==> src/include/buck_regulator_control_regs.svh <==
// Register offsets, field positions and reset values of the step-down converter control bank
`ifndef BUCK_REGULATOR_CONTROL_REGS_SVH
`define BUCK_REGULATOR_CONTROL_REGS_SVH

// Register offsets on the serial register port
`define VOLTAGE_SETTING_OFS 8'h30
`define MODE_CONTROL_OFS 8'h31
`define RESERVED_READONLY_OFS 8'h32
`define ENABLE_AND_STATUS_OFS 8'h33

// Field positions in voltage_setting
`define CODE_MSB 5
`define CODE_LSB 0
`define RANGE_BIT 6

// Field positions in mode_control
`define FORCED_PWM_BIT 0

// Field positions in enable_and_status
`define ENABLE_BIT 0
`define POWER_GOOD_BIT 1
`define WRITE_EXACT_BIT 2

// Reset values of the writable fields
`define CODE_RST 6'h00
`define RANGE_RST 1'h1
`define FORCED_PWM_RST 1'h0
`define ENABLE_RST 1'h0
`define WRITE_EXACT_RST 1'h0

// Value returned by read-only bits
`define RO_BYTE_RST 8'h00

// Stages of the pin synchronisers
`define SYNC_STAGES 2

// Upper range decode: base and step in millivolts
`define UPPER_BASE_MV 13'h04E2
`define UPPER_STEP_MV 13'h0032

`endif

==> src/include/buck_regulator_control_pkg.sv <==
// Types shared by the step-down converter control bank
package buck_regulator_control_pkg;

  // One register byte
  typedef logic [7:0] reg_byte_t;

  // Millivolt value of the decoded target
  typedef logic [12:0] millivolt_t;

  // Which register an address selects
  typedef enum logic [2:0] {
    SEL_VOLTAGE,
    SEL_MODE,
    SEL_RESERVED,
    SEL_STATUS,
    SEL_NONE
  } reg_sel_e;

endpackage

==> src/core/output_voltage_decoder.sv <==
// Decodes range select and output voltage code into a target voltage in millivolts
`timescale 1ns/10ps
`include "buck_regulator_control_regs.svh"

module output_voltage_decoder
  import buck_regulator_control_pkg::*;
(
  // Programmed setting
  input wire logic [5:0] output_voltage_code_i,
  input wire logic voltage_range_select_i,
  // Decoded target
  output millivolt_t target_mv_o,
  output logic code_unavailable_o
);

  // Lower range table; the steps are uneven, so a table beats arithmetic
  always_comb
  begin
    target_mv_o = '0;
    code_unavailable_o = 1'b0;
    if (voltage_range_select_i)
    begin
      // Upper range is a clean 50 mV ladder from the base
      target_mv_o = `UPPER_BASE_MV + 13'(`UPPER_STEP_MV * 13'(output_voltage_code_i));
    end
    else
    begin
      unique case (output_voltage_code_i)
        6'h12: target_mv_o = 13'd1100; // Lower range, column 01
        6'h13: target_mv_o = 13'd1125;
        6'h14: target_mv_o = 13'd1150;
        6'h15: target_mv_o = 13'd1175;
        6'h16: target_mv_o = 13'd1200;
        6'h17: target_mv_o = 13'd1225;
        6'h18: target_mv_o = 13'd1255;
        6'h19: target_mv_o = 13'd1280;
        6'h1A: target_mv_o = 13'd1305;
        6'h1B: target_mv_o = 13'd1330;
        6'h1C: target_mv_o = 13'd1355;
        6'h1D: target_mv_o = 13'd1380;
        6'h1E: target_mv_o = 13'd1405;
        6'h1F: target_mv_o = 13'd1430;
        6'h20: target_mv_o = 13'd1455; // Column 10
        6'h21: target_mv_o = 13'd1480;
        6'h22: target_mv_o = 13'd1505;
        6'h23: target_mv_o = 13'd1530;
        6'h24: target_mv_o = 13'd1555;
        6'h25: target_mv_o = 13'd1585;
        6'h26: target_mv_o = 13'd1610;
        6'h27: target_mv_o = 13'd1635;
        6'h28: target_mv_o = 13'd1660;
        6'h29: target_mv_o = 13'd1685;
        6'h2A: target_mv_o = 13'd1710;
        6'h2B: target_mv_o = 13'd1735;
        6'h2C: target_mv_o = 13'd1760;
        6'h2D: target_mv_o = 13'd1785;
        6'h2E: target_mv_o = 13'd1810;
        6'h2F: target_mv_o = 13'd1835;
        6'h30: target_mv_o = 13'd1860; // Column 11
        6'h31: target_mv_o = 13'd1890;
        6'h32: target_mv_o = 13'd1915;
        6'h33: target_mv_o = 13'd1940;
        6'h34: target_mv_o = 13'd1965;
        6'h35: target_mv_o = 13'd1990;
        6'h36: target_mv_o = 13'd2015;
        6'h37: target_mv_o = 13'd2040;
        6'h38: target_mv_o = 13'd2065;
        6'h39: target_mv_o = 13'd2090;
        6'h3A: target_mv_o = 13'd2115;
        6'h3B: target_mv_o = 13'd2140;
        6'h3C: target_mv_o = 13'd2165;
        6'h3D: target_mv_o = 13'd2190;
        6'h3E: target_mv_o = 13'd2200;
        6'h3F: target_mv_o = 13'd2245;
        // Column 00 and first two rows of 01 have no voltage
        default: code_unavailable_o = 1'b1;
      endcase
    end
  end

endmodule

==> src/core/buck_regulator_control_regs.sv <==
// Control and status register bank of the third step-down converter
//
// Overview of operation
// - Six-bit voltage code, read/write, at 0x30
// - Bit 6 of 0x30 selects range
// - Target voltage decoded from range and code
// - Fixed layout of registers 0x30 to 0x33
// - Mode bit forces PWM; enable bit and pin run
// - Read-only bits ignore writes, read fixed value
// - Runs only with enable pin and bit
// - Power-good reads low below threshold
// - Mode one forces fixed-frequency over load
`timescale 1ns/10ps
`include "buck_regulator_control_regs.svh"

module buck_regulator_control_regs
  import buck_regulator_control_pkg::*;
#(
  parameter reg_byte_t RO_VALUE = `RO_BYTE_RST // Value read-only bits return
)
(
  // Clock and reset
  input wire logic sys_clk_i,
  input wire logic arst_n_i,
  // Register port from the two-wire serial interface engine
  input wire logic [7:0] reg_addr_i,
  input wire logic reg_wr_i,
  input wire logic [7:0] reg_wdata_i,
  input wire logic reg_rd_i,
  output reg_byte_t reg_rdata_o,
  output logic reg_rvalid_o,
  // Converter core controls
  output logic [5:0] output_voltage_code_o,
  output logic voltage_range_select_o,
  output logic forced_pwm_o,
  output logic enable_bit_o,
  output logic converter_run_o,
  output millivolt_t target_mv_o,
  output logic code_unavailable_o,
  // Pins and analog status
  input wire logic converter_enable_pin_i,
  input wire logic power_good_i
);

  // Address decode; used by both the write and read paths
  function automatic reg_sel_e decode_addr(input logic [7:0] addr);
    reg_sel_e sel;
    sel = SEL_NONE;
    unique case (addr)
      `VOLTAGE_SETTING_OFS: sel = SEL_VOLTAGE;
      `MODE_CONTROL_OFS: sel = SEL_MODE;
      `RESERVED_READONLY_OFS: sel = SEL_RESERVED;
      `ENABLE_AND_STATUS_OFS: sel = SEL_STATUS;
      default: sel = SEL_NONE;
    endcase
    return sel;
  endfunction

  // Synchroniser chains for the two asynchronous inputs
  logic [`SYNC_STAGES-1:0] pin_sync_ff; // Enable pin chain
  logic [`SYNC_STAGES-1:0] pgood_sync_ff; // Power-good chain
  logic [`SYNC_STAGES-1:0] nxt_pin_sync;
  logic [`SYNC_STAGES-1:0] nxt_pgood_sync;

  // Writable fields
  logic [5:0] code_ff; // Output voltage code
  logic range_ff; // Range select
  logic forced_pwm_ff; // Mode select
  logic enable_ff; // Enable bit
  logic write_exact_ff; // Write-exact bit, stored as written
  logic [5:0] nxt_code;
  logic nxt_range;
  logic nxt_forced_pwm;
  logic nxt_enable;
  logic nxt_write_exact;

  // Read path and registered core outputs
  reg_byte_t rdata_ff;
  reg_byte_t nxt_rdata;
  logic rvalid_ff;
  logic nxt_rvalid;
  logic run_ff;
  logic nxt_run;
  millivolt_t target_mv_ff;
  millivolt_t nxt_target_mv;
  logic unavailable_ff;
  logic nxt_unavailable;

  // Decoder output, combinational
  millivolt_t dec_mv;
  logic dec_unavailable;
  reg_sel_e wr_sel;
  reg_sel_e rd_sel;

  // Decode the current setting; the result is registered below
  output_voltage_decoder u_decoder (
    .output_voltage_code_i(code_ff),
    .voltage_range_select_i(range_ff),
    .target_mv_o(dec_mv),
    .code_unavailable_o(dec_unavailable)
  );

  // Synchronisers: only the last stage is ever read by logic
  always_comb
  begin
    nxt_pin_sync = {pin_sync_ff[`SYNC_STAGES-2:0], converter_enable_pin_i};
    nxt_pgood_sync = {pgood_sync_ff[`SYNC_STAGES-2:0], power_good_i};
  end

  always_ff @(posedge sys_clk_i or negedge arst_n_i)
  begin
    if (!arst_n_i)
    begin
      pin_sync_ff <= '0;
      pgood_sync_ff <= '0;
    end
    else
    begin
      pin_sync_ff <= nxt_pin_sync;
      pgood_sync_ff <= nxt_pgood_sync;
    end
  end

  // Write path: only writable bits take the data, all else ignores it
  always_comb
  begin
    wr_sel = decode_addr(reg_addr_i);
    nxt_code = code_ff;
    nxt_range = range_ff;
    nxt_forced_pwm = forced_pwm_ff;
    nxt_enable = enable_ff;
    nxt_write_exact = write_exact_ff;
    if (reg_wr_i)
    begin
      unique case (wr_sel)
        SEL_VOLTAGE:
        begin
          // Bit 7 is read-only and drops the written value
          nxt_code = reg_wdata_i[`CODE_MSB:`CODE_LSB];
          nxt_range = reg_wdata_i[`RANGE_BIT];
        end
        SEL_MODE:
        begin
          nxt_forced_pwm = reg_wdata_i[`FORCED_PWM_BIT];
        end
        SEL_STATUS:
        begin
          nxt_enable = reg_wdata_i[`ENABLE_BIT];
          // Stored verbatim; no check, software must write the default
          nxt_write_exact = reg_wdata_i[`WRITE_EXACT_BIT];
        end
        // Reserved and unmapped addresses absorb writes silently
        SEL_RESERVED, SEL_NONE:
        begin
          nxt_code = code_ff;
        end
      endcase
    end
  end

  always_ff @(posedge sys_clk_i or negedge arst_n_i)
  begin
    if (!arst_n_i)
    begin
      code_ff <= `CODE_RST;
      range_ff <= `RANGE_RST;
      forced_pwm_ff <= `FORCED_PWM_RST;
      enable_ff <= `ENABLE_RST;
      write_exact_ff <= `WRITE_EXACT_RST;
    end
    else
    begin
      code_ff <= nxt_code;
      range_ff <= nxt_range;
      forced_pwm_ff <= nxt_forced_pwm;
      enable_ff <= nxt_enable;
      write_exact_ff <= nxt_write_exact;
    end
  end

  // Read path: data is registered so it holds steady for the serial shifter
  always_comb
  begin
    rd_sel = decode_addr(reg_addr_i);
    nxt_rdata = rdata_ff;
    nxt_rvalid = reg_rd_i;
    if (reg_rd_i)
    begin
      nxt_rdata = RO_VALUE; // Read-only bits keep the fixed value
      unique case (rd_sel)
        SEL_VOLTAGE:
        begin
          nxt_rdata[`CODE_MSB:`CODE_LSB] = code_ff;
          nxt_rdata[`RANGE_BIT] = range_ff;
        end
        SEL_MODE:
        begin
          nxt_rdata[`FORCED_PWM_BIT] = forced_pwm_ff;
        end
        SEL_STATUS:
        begin
          nxt_rdata[`ENABLE_BIT] = enable_ff;
          nxt_rdata[`POWER_GOOD_BIT] = pgood_sync_ff[`SYNC_STAGES-1];
          nxt_rdata[`WRITE_EXACT_BIT] = write_exact_ff;
        end
        SEL_RESERVED:
        begin
          nxt_rdata = RO_VALUE; // Whole byte read-only
        end
        SEL_NONE:
        begin
          nxt_rdata = '0; // Unmapped addresses read as zero
        end
      endcase
    end
  end

  // Core-facing outputs, registered one cycle after the state changes
  always_comb
  begin
    // Both the synchronised pin and the bit must be high to run
    nxt_run = pin_sync_ff[`SYNC_STAGES-1] & enable_ff;
    nxt_target_mv = dec_mv;
    nxt_unavailable = dec_unavailable;
  end

  always_ff @(posedge sys_clk_i or negedge arst_n_i)
  begin
    if (!arst_n_i)
    begin
      rdata_ff <= '0;
      rvalid_ff <= 1'b0;
      run_ff <= 1'b0;
      target_mv_ff <= '0;
      unavailable_ff <= 1'b0;
    end
    else
    begin
      rdata_ff <= nxt_rdata;
      rvalid_ff <= nxt_rvalid;
      run_ff <= nxt_run;
      target_mv_ff <= nxt_target_mv;
      unavailable_ff <= nxt_unavailable;
    end
  end

  // Field registers drive the core directly, no extra delay
  assign output_voltage_code_o = code_ff;
  assign voltage_range_select_o = range_ff;
  assign forced_pwm_o = forced_pwm_ff;
  assign enable_bit_o = enable_ff;
  assign converter_run_o = run_ff;
  assign target_mv_o = target_mv_ff;
  assign code_unavailable_o = unavailable_ff;
  assign reg_rdata_o = rdata_ff;
  assign reg_rvalid_o = rvalid_ff;

endmodule

==> config.mk <==
export PLATFORM = sky130hd
export DESIGN_NAME = buck_regulator_control_regs
export DESIGN_NICKNAME = d
export VERILOG_FILES = /design/src/include/buck_regulator_control_pkg.sv /design/src/core/output_voltage_decoder.sv /design/src/core/buck_regulator_control_regs.sv
export VERILOG_INCLUDE_DIRS = /design/src /design/src/include
export SDC_FILE = /design/constraint.sdc
export NUM_CORES = 1
export LEC_CHECK = 0
export ABC_AREA = 0
export BUFFER_PORTS_ARGS = -buffer_cell sky130_fd_sc_hd__buf_2
export CORE_ASPECT_RATIO = 0.8
export CORE_UTILIZATION = 40
export CTS_BUF_LIST = sky130_fd_sc_hd__clkbuf_8 sky130_fd_sc_hd__clkbuf_16
export DETAILED_ROUTE_END_ITERATION = 10
export GPL_ROUTABILITY_DRIVEN = 1
export GPL_TIMING_DRIVEN = 0
export SETUP_SLACK_MARGIN = 0.05
export SLEW_MARGIN = 20
export SYNTH_ARGS = -nofsm -noshare
export SYNTH_HDL_FRONTEND = slang
export SYNTH_HIERARCHICAL = 1
export SYNTH_SLANG_ARGS = --single-unit
==> constraint.sdc <==
create_clock -name sys_clk_i -period 5 [get_ports sys_clk_i]
set_input_delay 0.25 -clock sys_clk_i [delete_from_list [all_inputs] [get_ports sys_clk_i]]
set_output_delay 0.25 -clock sys_clk_i [all_outputs]
set_load 0.01 [all_outputs]
Word level (Yosys, flattened, before mapping)

Cells that the tools add are included.
Widths: inputs -> output; s select.

Equal/unequal tests: 54
Bitwise operators: 1
Reductions and logical operators: 6
Add/sub/neg operators: 1
$mul: 1
Muxes and demuxes: 8

Operator list:

| cell                   | number |
|---|---|
| $pmux 12 s46           | 1 |
| $eq 6x6->1 const B     | 32 |
| $eq 6x5->1 const B     | 14 |
| $reduce_or 46->1       | 1 |
| $eq 8x6->1 const B     | 4 |
| $add 11x12->13 const A | 1 |
| $mux 13                | 1 |
| $pmux 3 s4             | 1 |
| $mul 5x6->11 const A   | 1 |
| $eq 3x2->1 const B     | 2 |
| $reduce_and 2->1       | 3 |
| $mux 4                 | 1 |
| $pmux 1 s4             | 1 |
| $pmux 2 s2             | 1 |
| $eq 3x1->1 const B     | 1 |
| $eq 3x3->1 const B     | 1 |
| $logic_not 3->1        | 1 |
| $mux 1                 | 2 |
| $reduce_or 2->1        | 1 |
| $and 1x1->1            | 1 |

Flip-flop bits (word level): 37

Depth between registers and ports, before layout

Gate-level depths: netlist of the first run.

Depth after elaboration: 5
Gate-level depth with buffers: 12
Mapped depth without buffers: 12

By module

The synthesis of the first run kept the hierarchy.

By module, submodules not included:

| module                      | seq. area each (µm²) | area each (µm²) | times used | cells each |
|---|---|---|---|---|
| output_voltage_decoder      | 0.0                  | 1701.6          | 1          | 273 |
| buck_regulator_control_regs | 927.1                | 1298.7          | 1          | 85 |

Worst setup path after synthesis of the first run

Ideal clock, no wire load.

Path type: register to register
Start: register code_ff[0], in the netlist output_voltage_code_o[0]
End: register target_mv_ff[10], in the netlist target_mv_o[10]
Arrival: 2.808 ns
Slack: 2.053 ns
Stages on the path, launching flop included: 11
Clock period less this slack: 2.947 ns
Library setup time: 0.139 ns
Cell sequence: dfrtp_1 ha_1 ha_1 ha_1 fa_1 a211oi_1 nor2_1 xor2_1 nand3_1 xnor2_1 a21oi_1

Longest elaborated chain between the ends: 3
Elaborated cells between the ends (all ways): 50

Ends and longest elaborated chain:

| what                                                     | RTL line                           | source |
|---|---|---|
| from (decl)                                              | buck_regulator_control_regs.sv:66  | `logic [5:0] code_ff;` |
| from (signal assigned)                                   | buck_regulator_control_regs.sv:165 | `` code_ff <= `CODE_RST; `` |
| from (signal assigned)                                   | buck_regulator_control_regs.sv:173 | `code_ff <= nxt_code;` |
| $mul 5x6->11 (no line) (tied with other cells)           | -                                  |  |
| $add 11x12->13 (no line) or $pmux 12 s46 (tied branches) | -                                  |  |
| $mux 13 (*)                                              | output_voltage_decoder.sv:21       | `if (voltage_range_select_i)` |
| via dec_mv[10]                                           | buck_regulator_control_regs.sv:90  | `millivolt_t dec_mv;` |
| to (signal assigned)                                     | buck_regulator_control_regs.sv:242 | `target_mv_ff <= nxt_target_mv;` |
| to (decl)                                                | buck_regulator_control_regs.sv:84  | `millivolt_t target_mv_ff;` |

The timed path passes the listed nets; every way through them passes the cells marked *.
A chain may end at the register's enable or synchronous reset.

Final worst setup path of the first run

Start: register code_ff[4], in the netlist output_voltage_code_o[4]
End: register target_mv_ff[11], in the netlist target_mv_o[11]

The elaborated chain is that of the path after synthesis.

==> out/metrics.cfg, run 1 <==
[power]
p_leak_uw=0.00174
powerDensity_nw_per_um2=213
irDropWorstVdd_mv=0.202

[logic_synthesis]
yosys.area.top_type=dfrtp_1
muxShareOfSynthArea_pct=4.46
synth_edf_count=0
synth_seq_cells=37
async_reset_ff_share_pct=100
synth_cells=358
synth.area.top_cells=dfrtp_1, ha_1, nand2_1, mux2_2, nor2_1
synth_compound_area_share_pct=21.7
synth_top_area_share_pct=30.0
synth_xor_area_share_pct=3.79
avgSynthCellArea_um2=8.38
synth_simple_gate_area_share_pct=21.0
ys_seq_area_share_pct=30.9
synth_flop_cell=dfrtp_1
post_synth_instance_area_um2=3000
synthAdderAreaFrac_pct=12.8
ys_types=54
synth_top_family_by_area=compound AO/OA/AOI/OAI gates
yosysWarnings=6
synth_nets=410

[floorplan]
die-area_um2=7850
core_um2=7060
rows=27
dieWidth_um=98.8
io_pins=55
die_h_um=79.5
start_util_pct=42.5

[finish]
fin_cells=505
nets=469
area_delta_synth_final_pct=16.2
diodes=0
drive_gt1_share_pct=19.6

[clock_network]
clock-sinks=37
cts_made_buffers=5
postCtsResizedCells=0
cts_tree=yes
cts_root_buffer=clkbuf_8
clkTransAtPathRegs_ns=0.07
cts_buffer_depth=2
ctsHoldBuffers=0
post_cts_buffers=0
insertion_delay_ns=0.29
htree_levels=2

[timing]
slew_headroom_pct=47.5
fin_crit_ns=3.53
setup-violations-final=0
tns_ns=0
fin_skew_ns=0.00168
min_period_over_period_pct=70.6
max_freq_ghz=0.283
hold_violations=0
maxSlewViolCount=0
grt_setup_unrepaired=false
worst_pin_slew_ns=0.788

[critical_path]
cp.arrival_ns=3.69
crit_fanout=10
worstSetupEndpointType=register
cp-startpoint=output_voltage_code_o[4]$_DFFE_PN0P_
r2r-start=output_voltage_code_o[4]$_DFFE_PN0P_
cp-start-kind=register
criticalPathCategory=reg -> reg
regToRegSetupSlack_ns=1.47
critical_path_required_ns=5.16
rr_endpoint=target_mv_o[11]$_DFF_PN0_
ff2ff_path_depth=12
critPathCapture=target_mv_o[11]$_DFF_PN0_

[run_status]
status=finished, final reports clean

[global_route]
grt_overflow=0
antenna_found_initial=0
grt_pass1_vias=2677
grt_pass1_wl_um=14400
grt_max_degree=38
track_usage_pct=23.9

[route]
vias=2932
avgRoutedWirePerCell_um=17.9
via_per_inst=5.81
drtIter0Drc=362
drt-total-wl_um=9050
ant_nets=0
drc=0
dr.pass1.iters=5

[placed_design]
io_buffers=52
placed_cells=497
dp_hpwl_um=6990
routabilityCongestion=0.935

[run]
max_cap_viol_count=0

[hold_path]
min_path_type=in -> async

## worst min path at each step
stage / startpoint / end / slack, ns
3_5_place_dp: pgood_sync_ff[0]$_DFF_PN0_ / pgood_sync_ff[1]$_DFF_PN0_ / 0.34
6_report: arst_n_i / reg_rdata_o[6]$_DFFE_PN0P_ / 0.04
5_1_grt: power_good_i / pgood_sync_ff[0]$_DFF_PN0_ / 0.06
3_3_place_gp: pin_sync_ff[0]$_DFF_PN0_ / pin_sync_ff[1]$_DFF_PN0_ / 0.33
4_1_cts: arst_n_i / reg_rdata_o[6]$_DFFE_PN0P_ / 0.06
2_1_floorplan: arst_n_i / code_unavailable_o$_DFF_PN0_ / -0.05
## per-stage QoR
step           hold WS, ns  cell area (um^2)  worst slack (ns)  util (%)  total power [uW]
2_1_floorplan      -0.0456              3000              2.05         -               424
3_3_place_gp         0.333              3370              1.61      47.7               482
3_5_place_dp         0.336              3370              1.57      47.7               481
4_1_cts             0.0571              3490              1.56      49.4               748
5_1_grt             0.0562              3490              1.34      49.4               780
6_report            0.0379              3490              1.47      49.4               744
## report_power, final
part | leakage, uW | switching (uW) | total, uW | internal, uW
sequential | 0.000494 | 11.2 | 321 | 310
combinational | 0.00119 | 99.3 | 158 | 58.3
clock | 0.0000626 | 104 | 264 | 161
total | 0.00174 | 215 | 744 | 529
## cells in the final DEF, fill, tap and decap left out, types with 3 or more instances in the layout
master | netlist | layout
mux2_2 | 11 | 11
o211ai_1 | 4 | 4
nand3_1 | 14 | 14
nand4_1 | 6 | 6
o21ai_0 | 20 | 20
and2_1 | 3 | 3
buf_1 | 3 | 3
xor2_1 | 9 | 9
inv_1 | 13 | 14
a31oi_1 | 8 | 8
ha_1 | 29 | 29
nor3_1 | 5 | 5
a22oi_1 | 3 | 3
a22o_1 | 12 | 12
buf_2 | 0 | 52
xnor2_1 | 4 | 4
dfrtp_1 | 36 | 36
nor2_1 | 30 | 30
o22ai_1 | 5 | 5
clkbuf_1 | 18 | 18
nor2b_1 | 4 | 4
a211oi_1 | 7 | 7
a21oi_1 | 22 | 22
nand2_1 | 56 | 56
clkbuf_8 | 0 | 6
## kinds of logic (layout without fill, tap and decap cells)
group | after synthesis | after routing
other | 1 | 1
buffers and inverters | 37 | 97
and+or+nand+nor | 131 | 131
DFF | 37 | 37
muxes | 12 | 12
AOI/OAI and AO/OA | 97 | 97
xor gates and xnor gates | 13 | 13
adders and majority gates | 30 | 30
## metal layers
metal / share of wire (%) / vias up / global-route usage (%)
met4: 1.5 / 0 / 5.52
met5: 0 / - / 0
met3: 11 / 17 / 5.69
met1: 49 / 1340 / 37.5
li1: - / 1401 / -
met2: 39 / 174 / 32.2
## worst max-delay path, stage by stage, from the launching register on
cell      delay [ns]
dfrtp_1         0.54
inv_1           0.11
ha_1            0.20
clkbuf_1        0.40
buf_1           0.54
xor2_1          0.16
ha_1            0.40
and3b_1         0.19
a21oi_1         0.12
nand4b_1        0.21
a21oi_1         0.23
xor2_1          0.19
mux2i_1         0.10
## Yosys cell counts, types with 2 or more instances
cell       n
nand2_1   56
dfrtp_1   36
nor2_1    30
ha_1      29
a21oi_1   22
o21ai_0   20
clkbuf_1  18
nand3_1   14
inv_1     13
a22o_1    12
mux2_2    11
xor2_1     9
a31oi_1    8
a211oi_1   7
nand4_1    6
nor3_1     5
o22ai_1    5
nor2b_1    4
o211ai_1   4
xnor2_1    4
a22oi_1    3
and2_1     3
buf_1      3
a21boi_0   2
a41o_1     2
buf_6      2
nand4b_1   2
or2_2      2
## final cells by class
cell class                 instances  area (um^2)
buffer                            24          109
clock buffer                       6         82.6
clock inverter                     2         33.8
fill                             709         3570
inverter                          13         48.8
multi-input combinational        284         1920
sequential                        37          927
tap                               87          109
timing repair buffer              52          260
## state kept, by name, indices dropped and copies added, names as in the netlist
register	flops
code_unavailable_o	1
converter_run_o	1
enable_bit_o	1
forced_pwm_o	1
output_voltage_code_o	6
pgood_sync_ff	2
pin_sync_ff	2
reg_rdata_o	7
reg_rvalid_o	1
target_mv_o	13
voltage_range_select_o	1
write_exact_ff	1
No activity file was read; power rests on OpenSTA's default activity.
==> run 2: changes to the inputs <==
--- a/config.mk
+++ b/config.mk
@@ -6,7 +6,7 @@
 export SDC_FILE = /design/constraint.sdc
 export NUM_CORES = 1
 export LEC_CHECK = 0
-export ABC_AREA = 0
+export ABC_AREA = 1
 export BUFFER_PORTS_ARGS = -buffer_cell sky130_fd_sc_hd__buf_2
 export CORE_ASPECT_RATIO = 0.8
 export CORE_UTILIZATION = 40
==> constraint.sdc (replaced) <==
create_clock -name sys_clk_i -period 3.5 [get_ports sys_clk_i]
set_input_delay 0.175 -clock sys_clk_i [delete_from_list [all_inputs] [get_ports sys_clk_i]]
set_output_delay 0.175 -clock sys_clk_i [all_outputs]
set_load 0.01 [all_outputs]
==> out/metrics.cfg, run 2 <==
[logic_synthesis]
yosys.area.top_type=dfrtp_1
async_reset_ff_share_pct=100
avgSynthCellArea_um2=7.16
synth_seq_cells=37
synth_xor_area_share_pct=0.798
synth_top_area_share_pct=27.4
synth.area.top_cells=dfrtp_1, nand2_1, ha_1, nand3_1, inv_1
synth_cells=460
muxShareOfSynthArea_pct=0
post_synth_instance_area_um2=3290
ys_top_cells_by_count=nand2_1, nand3_1, inv_1, dfrtp_1, ha_1
ys_seq_area_share_pct=28.2
synthAdderAreaFrac_pct=11.6
synth_nets=512
synth_top_family_by_area=simple AND/OR/NAND/NOR gates
synth_compound_area_share_pct=5.51
yosysWarnings=6
synth_flop_cell=dfrtp_1
synth_simple_gate_area_share_pct=43.5
ys_types=38
synth_edf_count=0
yosysMostFrequentCell=nand2_1

[clock_network]
clkTransAtPathRegs_ns=0.07
cts_tree=yes
cts_buffer_depth=2
insertion_delay_ns=0.28
cts_root_buffer=clkbuf_8
htree_levels=2
clock-sinks=37
cts_made_buffers=5
post_cts_buffers=0

[global_route]
grt_max_degree=38
track_usage_pct=23.4
antenna_found_initial=0
grt_pass1_vias=2975
grt_overflow=0
grt_pass1_wl_um=15300

[critical_path]
criticalPathCategory=reg -> reg
critPathMaxStageDelay_ns=0.60
crit_path_cell_trace=ha_1 > ha_1 > ha_1 > fa_1 > xor2_1 > or2_1 > nand2_1 > o21ai_2 > nand2_1 > nand2_1 > nand2_1
rr_endpoint=target_mv_o[10]$_DFF_PN0_
r2r-start=output_voltage_code_o[0]$_DFFE_PN0P_
ff2ff_path_depth=11
regToRegSetupSlack_ns=0.30
cp-start-kind=register
cp.arrival_ns=3.38
crit_fanout=10
crit_top_cell=nand2_1
worstSetupEndpointType=register
worst_path_max_delay_cell=dfrtp_1
cp-startpoint=output_voltage_code_o[0]$_DFFE_PN0P_
critical_path_required_ns=3.68
critPathCapture=target_mv_o[10]$_DFF_PN0_

[timing]
min_period_over_period_pct=91.5
hold_violations=0
layout_setup_ws_ns=0.297
setup-violations-final=0
fin_skew_ns=0.00445
max_freq_ghz=0.312
worst_pin_slew_ns=0.796
slew_headroom_pct=46.9
maxSlewViolCount=0
tns_ns=0
fin_crit_ns=3.20
grt_setup_unrepaired=false

[floorplan]
dieWidth_um=103
die_h_um=83.2
rows=29
io_pins=55
core_um2=7950
die-area_um2=8600
start_util_pct=41.4

[finish]
final_cell_mix=nand2_1, nand3_1, buf_2, inv_1, dfrtp_1
diodes=0
layout_commonest_cell=nand2_1
largest_register_ffs=13
area_delta_synth_final_pct=16.8
drive_gt1_share_pct=22.8
nets=573
final_area_um2=3850

[placed_design]
io_buffers=51
dp_hpwl_um=7890
dpl-instance-area_um2=3680
pre_cts_slack_ns=0.321
routabilityCongestion=0.990

[route]
avgRoutedWirePerCell_um=15.4
drc=0
dr.pass1.iters=5
drtIter0Drc=407
via_per_inst=5.25
vias=3309
ant_nets=0
drt-total-wl_um=9710

[hold_path]
min_path_type=in -> reg

[run_status]
status=finished, final reports clean

[power]
powerDensity_nw_per_um2=300
p_leak_uw=0.00239
irDropWorstVdd_mv=0.182
total_power_uw=1160

[run]
max_cap_viol_count=0

-- run 2: changes by cell type after synthesis, moves of 11 or more --
cell / delta
nand3_1: +46
a21oi_1: -13
nand2_1: +82
o21ai_1: +11
clkbuf_1: -18
nand2_2: +12
inv_1: +31
a22o_1: -12
mux2_2: -11
o21ai_0: -12
-- run 2: timing repair --
item                      4_1_cts  5_1_grt
resized for setup               0        0
hold endpoints to repair       21        0
hold buffers                    3        0
-- run 2: kinds of logic after synthesis --
logic type | count (synthesis)
DFF | 37
buffers and inverters | 64
and+or+nand+nor | 293
adders and majority gates | 30
AOI/OAI and AO/OA | 32
other | 1
xor gates and xnor gates | 3
-- run 2: critical path: cells and delay by family, from the launching register on --
kind / cells / cell delay (ns)
AOI/OAI and AO/OA: 1 / 0.13
xor gates and xnor gates: 1 / 0.29
adders and majority gates: 4 / 1.61
DFF: 1 / 0.60
and+or+nand+nor: 5 / 0.48
-- run 2: stage by stage --
step                std cells  util (%)  hold WS [ns]
floorplan                 460         -        -0.121
global placement          619      46.4         0.283
detailed placement        619      46.4         0.285
CTS                       630      48.4        0.0634
global route              630      48.4        0.0607
finish                    630      48.4        0.0744
-- run 2: cell type report --
class	instances	area, um^2
Fill cell	827	4100
Inverter	47	176
Sequential cell	37	927
Timing Repair Buffer	54	285
Clock inverter	3	65.1
Clock buffer	5	68.8
Buffer	17	164
Tap cell	108	135
Multi-Input combinational cell	359	2030
-- run 2: worst min-delay path by stage --
stage	slack [ns]	start	depth (start not counted)	end
2_1_floorplan	-0.12	arst_n_i	0	code_unavailable_o$_DFF_PN0_
3_3_place_gp	0.28	power_good_i	1	pgood_sync_ff[0]$_DFF_PN0_
3_5_place_dp	0.29	power_good_i	1	pgood_sync_ff[0]$_DFF_PN0_
4_1_cts	0.06	reg_rd_i	1	reg_rvalid_o$_DFF_PN0_
5_1_grt	0.06	reg_rd_i	1	reg_rvalid_o$_DFF_PN0_
6_report	0.07	reg_rd_i	1	reg_rvalid_o$_DFF_PN0_
-- run 2: per-layer routing --
layer	wire length [um]	GRT usage, %	up-vias
met4	61	3.20	0
met5	0	0	-
li1	-	-	1617
met2	3810	31.1	190
met1	4830	38.2	1491
met3	1010	5.30	11
-- run 2: report_power, final --
part,total (uW),switching [uW],internal (uW)
Sequential,477,19.3,458
Clock,434,151,283
Combinational,244,151,93.1
==> run 3: changes to the inputs <==
==> constraint.sdc (replaced) <==
create_clock -name sys_clk_i -period 4 [get_ports sys_clk_i]
set_input_delay 0.2 -clock sys_clk_i [delete_from_list [all_inputs] [get_ports sys_clk_i]]
set_output_delay 0.2 -clock sys_clk_i [all_outputs]
set_load 0.01 [all_outputs]
==> out/metrics.cfg, run 3 (synthesis gave the netlist of run 2 again) <==
[run_status]
status=complete, but fails checks
violations=negative hold slack

[critical_path]
crit_path_cell_trace=ha_1 > ha_1 > ha_1 > fa_1 > xor2_1 > or2_1 > nand2_1 > o21ai_2 > nand2_1 > nand2_1 > nand2_1
cp.arrival_ns=3.39
criticalPathCategory=reg -> reg
crit_top_cell=nand2_1
cp-start-kind=register
ff2ff_path_depth=11
crit_fanout=10
worst_path_max_delay_cell=dfrtp_1
rr_endpoint=target_mv_o[10]$_DFF_PN0_
worstSetupEndpointType=register
regToRegSetupSlack_ns=0.79
critPathMaxStageDelay_ns=0.60
critical_path_required_ns=4.18
r2r-start=output_voltage_code_o[0]$_DFFE_PN0P_

[timing]
maxSlewViolCount=0
grt_setup_unrepaired=false
hold_violations=4
fin_crit_ns=3.21
min_period_over_period_pct=80.3
fin_skew_ns=0.00438
setup-violations-final=0
worst_pin_slew_ns=0.793
holdWs_ns=-0.00617
max_freq_ghz=0.311
slew_headroom_pct=47.2
tns_ns=0

[route]
drt-total-wl_um=9730
ant_nets=0
via_per_inst=5.29
dr.pass1.iters=5
vias=3322
drc=0
avgRoutedWirePerCell_um=15.5
drtIter0Drc=385

[global_route]
use_met3_pct=5.30
grt_pass1_wl_um=15200
track_usage_pct=23.3
grtUsageMet1_pct=38.2
grt_pass1_vias=2960
grt.busiest_layer=met1
grt_max_degree=38
grt_overflow=0
met2_usage_pct=30.8
antenna_found_initial=0

[power]
irDropWorstVdd_mv=0.159
p_leak_uw=0.00238
powerDensity_nw_per_um2=263

[placed_design]
routabilityCongestion=0.990
io_buffers=51
placed_cells=619
dp_hpwl_um=7890

[clock_network]
clock-sinks=37
insertion_delay_ns=0.28
cts_root_buffer=clkbuf_8
postCtsResizedCells=0
htree_levels=2
post_cts_buffers=0
clkTransAtPathRegs_ns=0.07
cts_buffer_depth=2
ctsHoldBuffers=0
cts_tree=yes
cts_made_buffers=5

[floorplan]
die-area_um2=8600
rows=29
core_um2=7950
io_pins=55
die_h_um=83.2
dieWidth_um=103
start_util_pct=41.4

[finish]
fin_cells=628
drive_gt1_share_pct=22.9
final_cell_mix=nand2_1, nand3_1, buf_2, inv_1, dfrtp_1
multi_input_comb_area_um2=2030
fillerInstances=833
layout_commonest_cell=nand2_1
nets=571
diodes=0
regArea_um2=927
largest_register_ffs=13
area_delta_synth_final_pct=16.2

[hold_path]
min_path_type=in -> async

[run]
max_cap_viol_count=0

## run 3: cell types whose count changed in the layout (fill, tap and decap cells not counted), sizes merged
cell and change:
dlygate4sd3 -2
## run 3: worst max-delay path: cells and delay by family, from the launching register on
kind | cells | cell delay, ns
adders and majority gates | 4 | 1.61
AOI/OAI and AO/OA | 1 | 0.13
DFF | 1 | 0.60
and+or+nand+nor | 5 | 0.48
xor gates and xnor gates | 1 | 0.30
## run 3: layout make-up
class	count	share of cell area (%)
repair buffers	52	6.93
plain buffers	17	4.28
well taps	108	3.53
clock buffers	5	1.80
multi-input cells	359	52.9
flip-flops and latches	37	24.2
inverters	47	4.61
clock inverters	3	1.70
## run 3: metal layers
| layer | part of all wire (%) | vias to the layer above |
|---|---|---|
| li1 | - | 1621 |
| met1 | 50 | 1511 |
| met2 | 40 | 181 |
| met3 | 9.8 | 9 |
| met4 | 0.44 | 0 |
| met5 | 0 | - |
## run 3: through the flow
step	utilization, %	cell area [um^2]	setup WS (ns)	power [uW]
6_report	48.2	3830	0.789	1010
3_3_place_gp	46.4	3680	0.841	635
4_1_cts	48.0	3820	0.802	1020
5_1_grt	48.2	3830	0.601	1060
2_1_floorplan	-	3290	1.31	554
3_5_place_dp	46.4	3680	0.821	635
## run 3: worst max path at each step
stage	startpoint	to	slack (ns)	cells past startpoint
after global routing	output_voltage_code_o[0]$_DFFE_PN0P_	target_mv_o[10]$_DFF_PN0_	0.60	11
after floorplan	output_voltage_code_o[2]$_DFFE_PN0P_	target_mv_o[10]$_DFF_PN0_	1.31	13
after global placement	output_voltage_code_o[0]$_DFFE_PN0P_	target_mv_o[10]$_DFF_PN0_	0.84	11
after CTS	output_voltage_code_o[0]$_DFFE_PN0P_	target_mv_o[10]$_DFF_PN0_	0.80	11
after detailed placement	output_voltage_code_o[0]$_DFFE_PN0P_	target_mv_o[10]$_DFF_PN0_	0.82	11
final	output_voltage_code_o[0]$_DFFE_PN0P_	target_mv_o[10]$_DFF_PN0_	0.79	11
## run 3: report_power, final
| part | switching (uW) | internal [uW] |
|---|---|---|
| clock network | 131 | 248 |
| logic | 132 | 80.2 |
| registers | 17.0 | 400 |
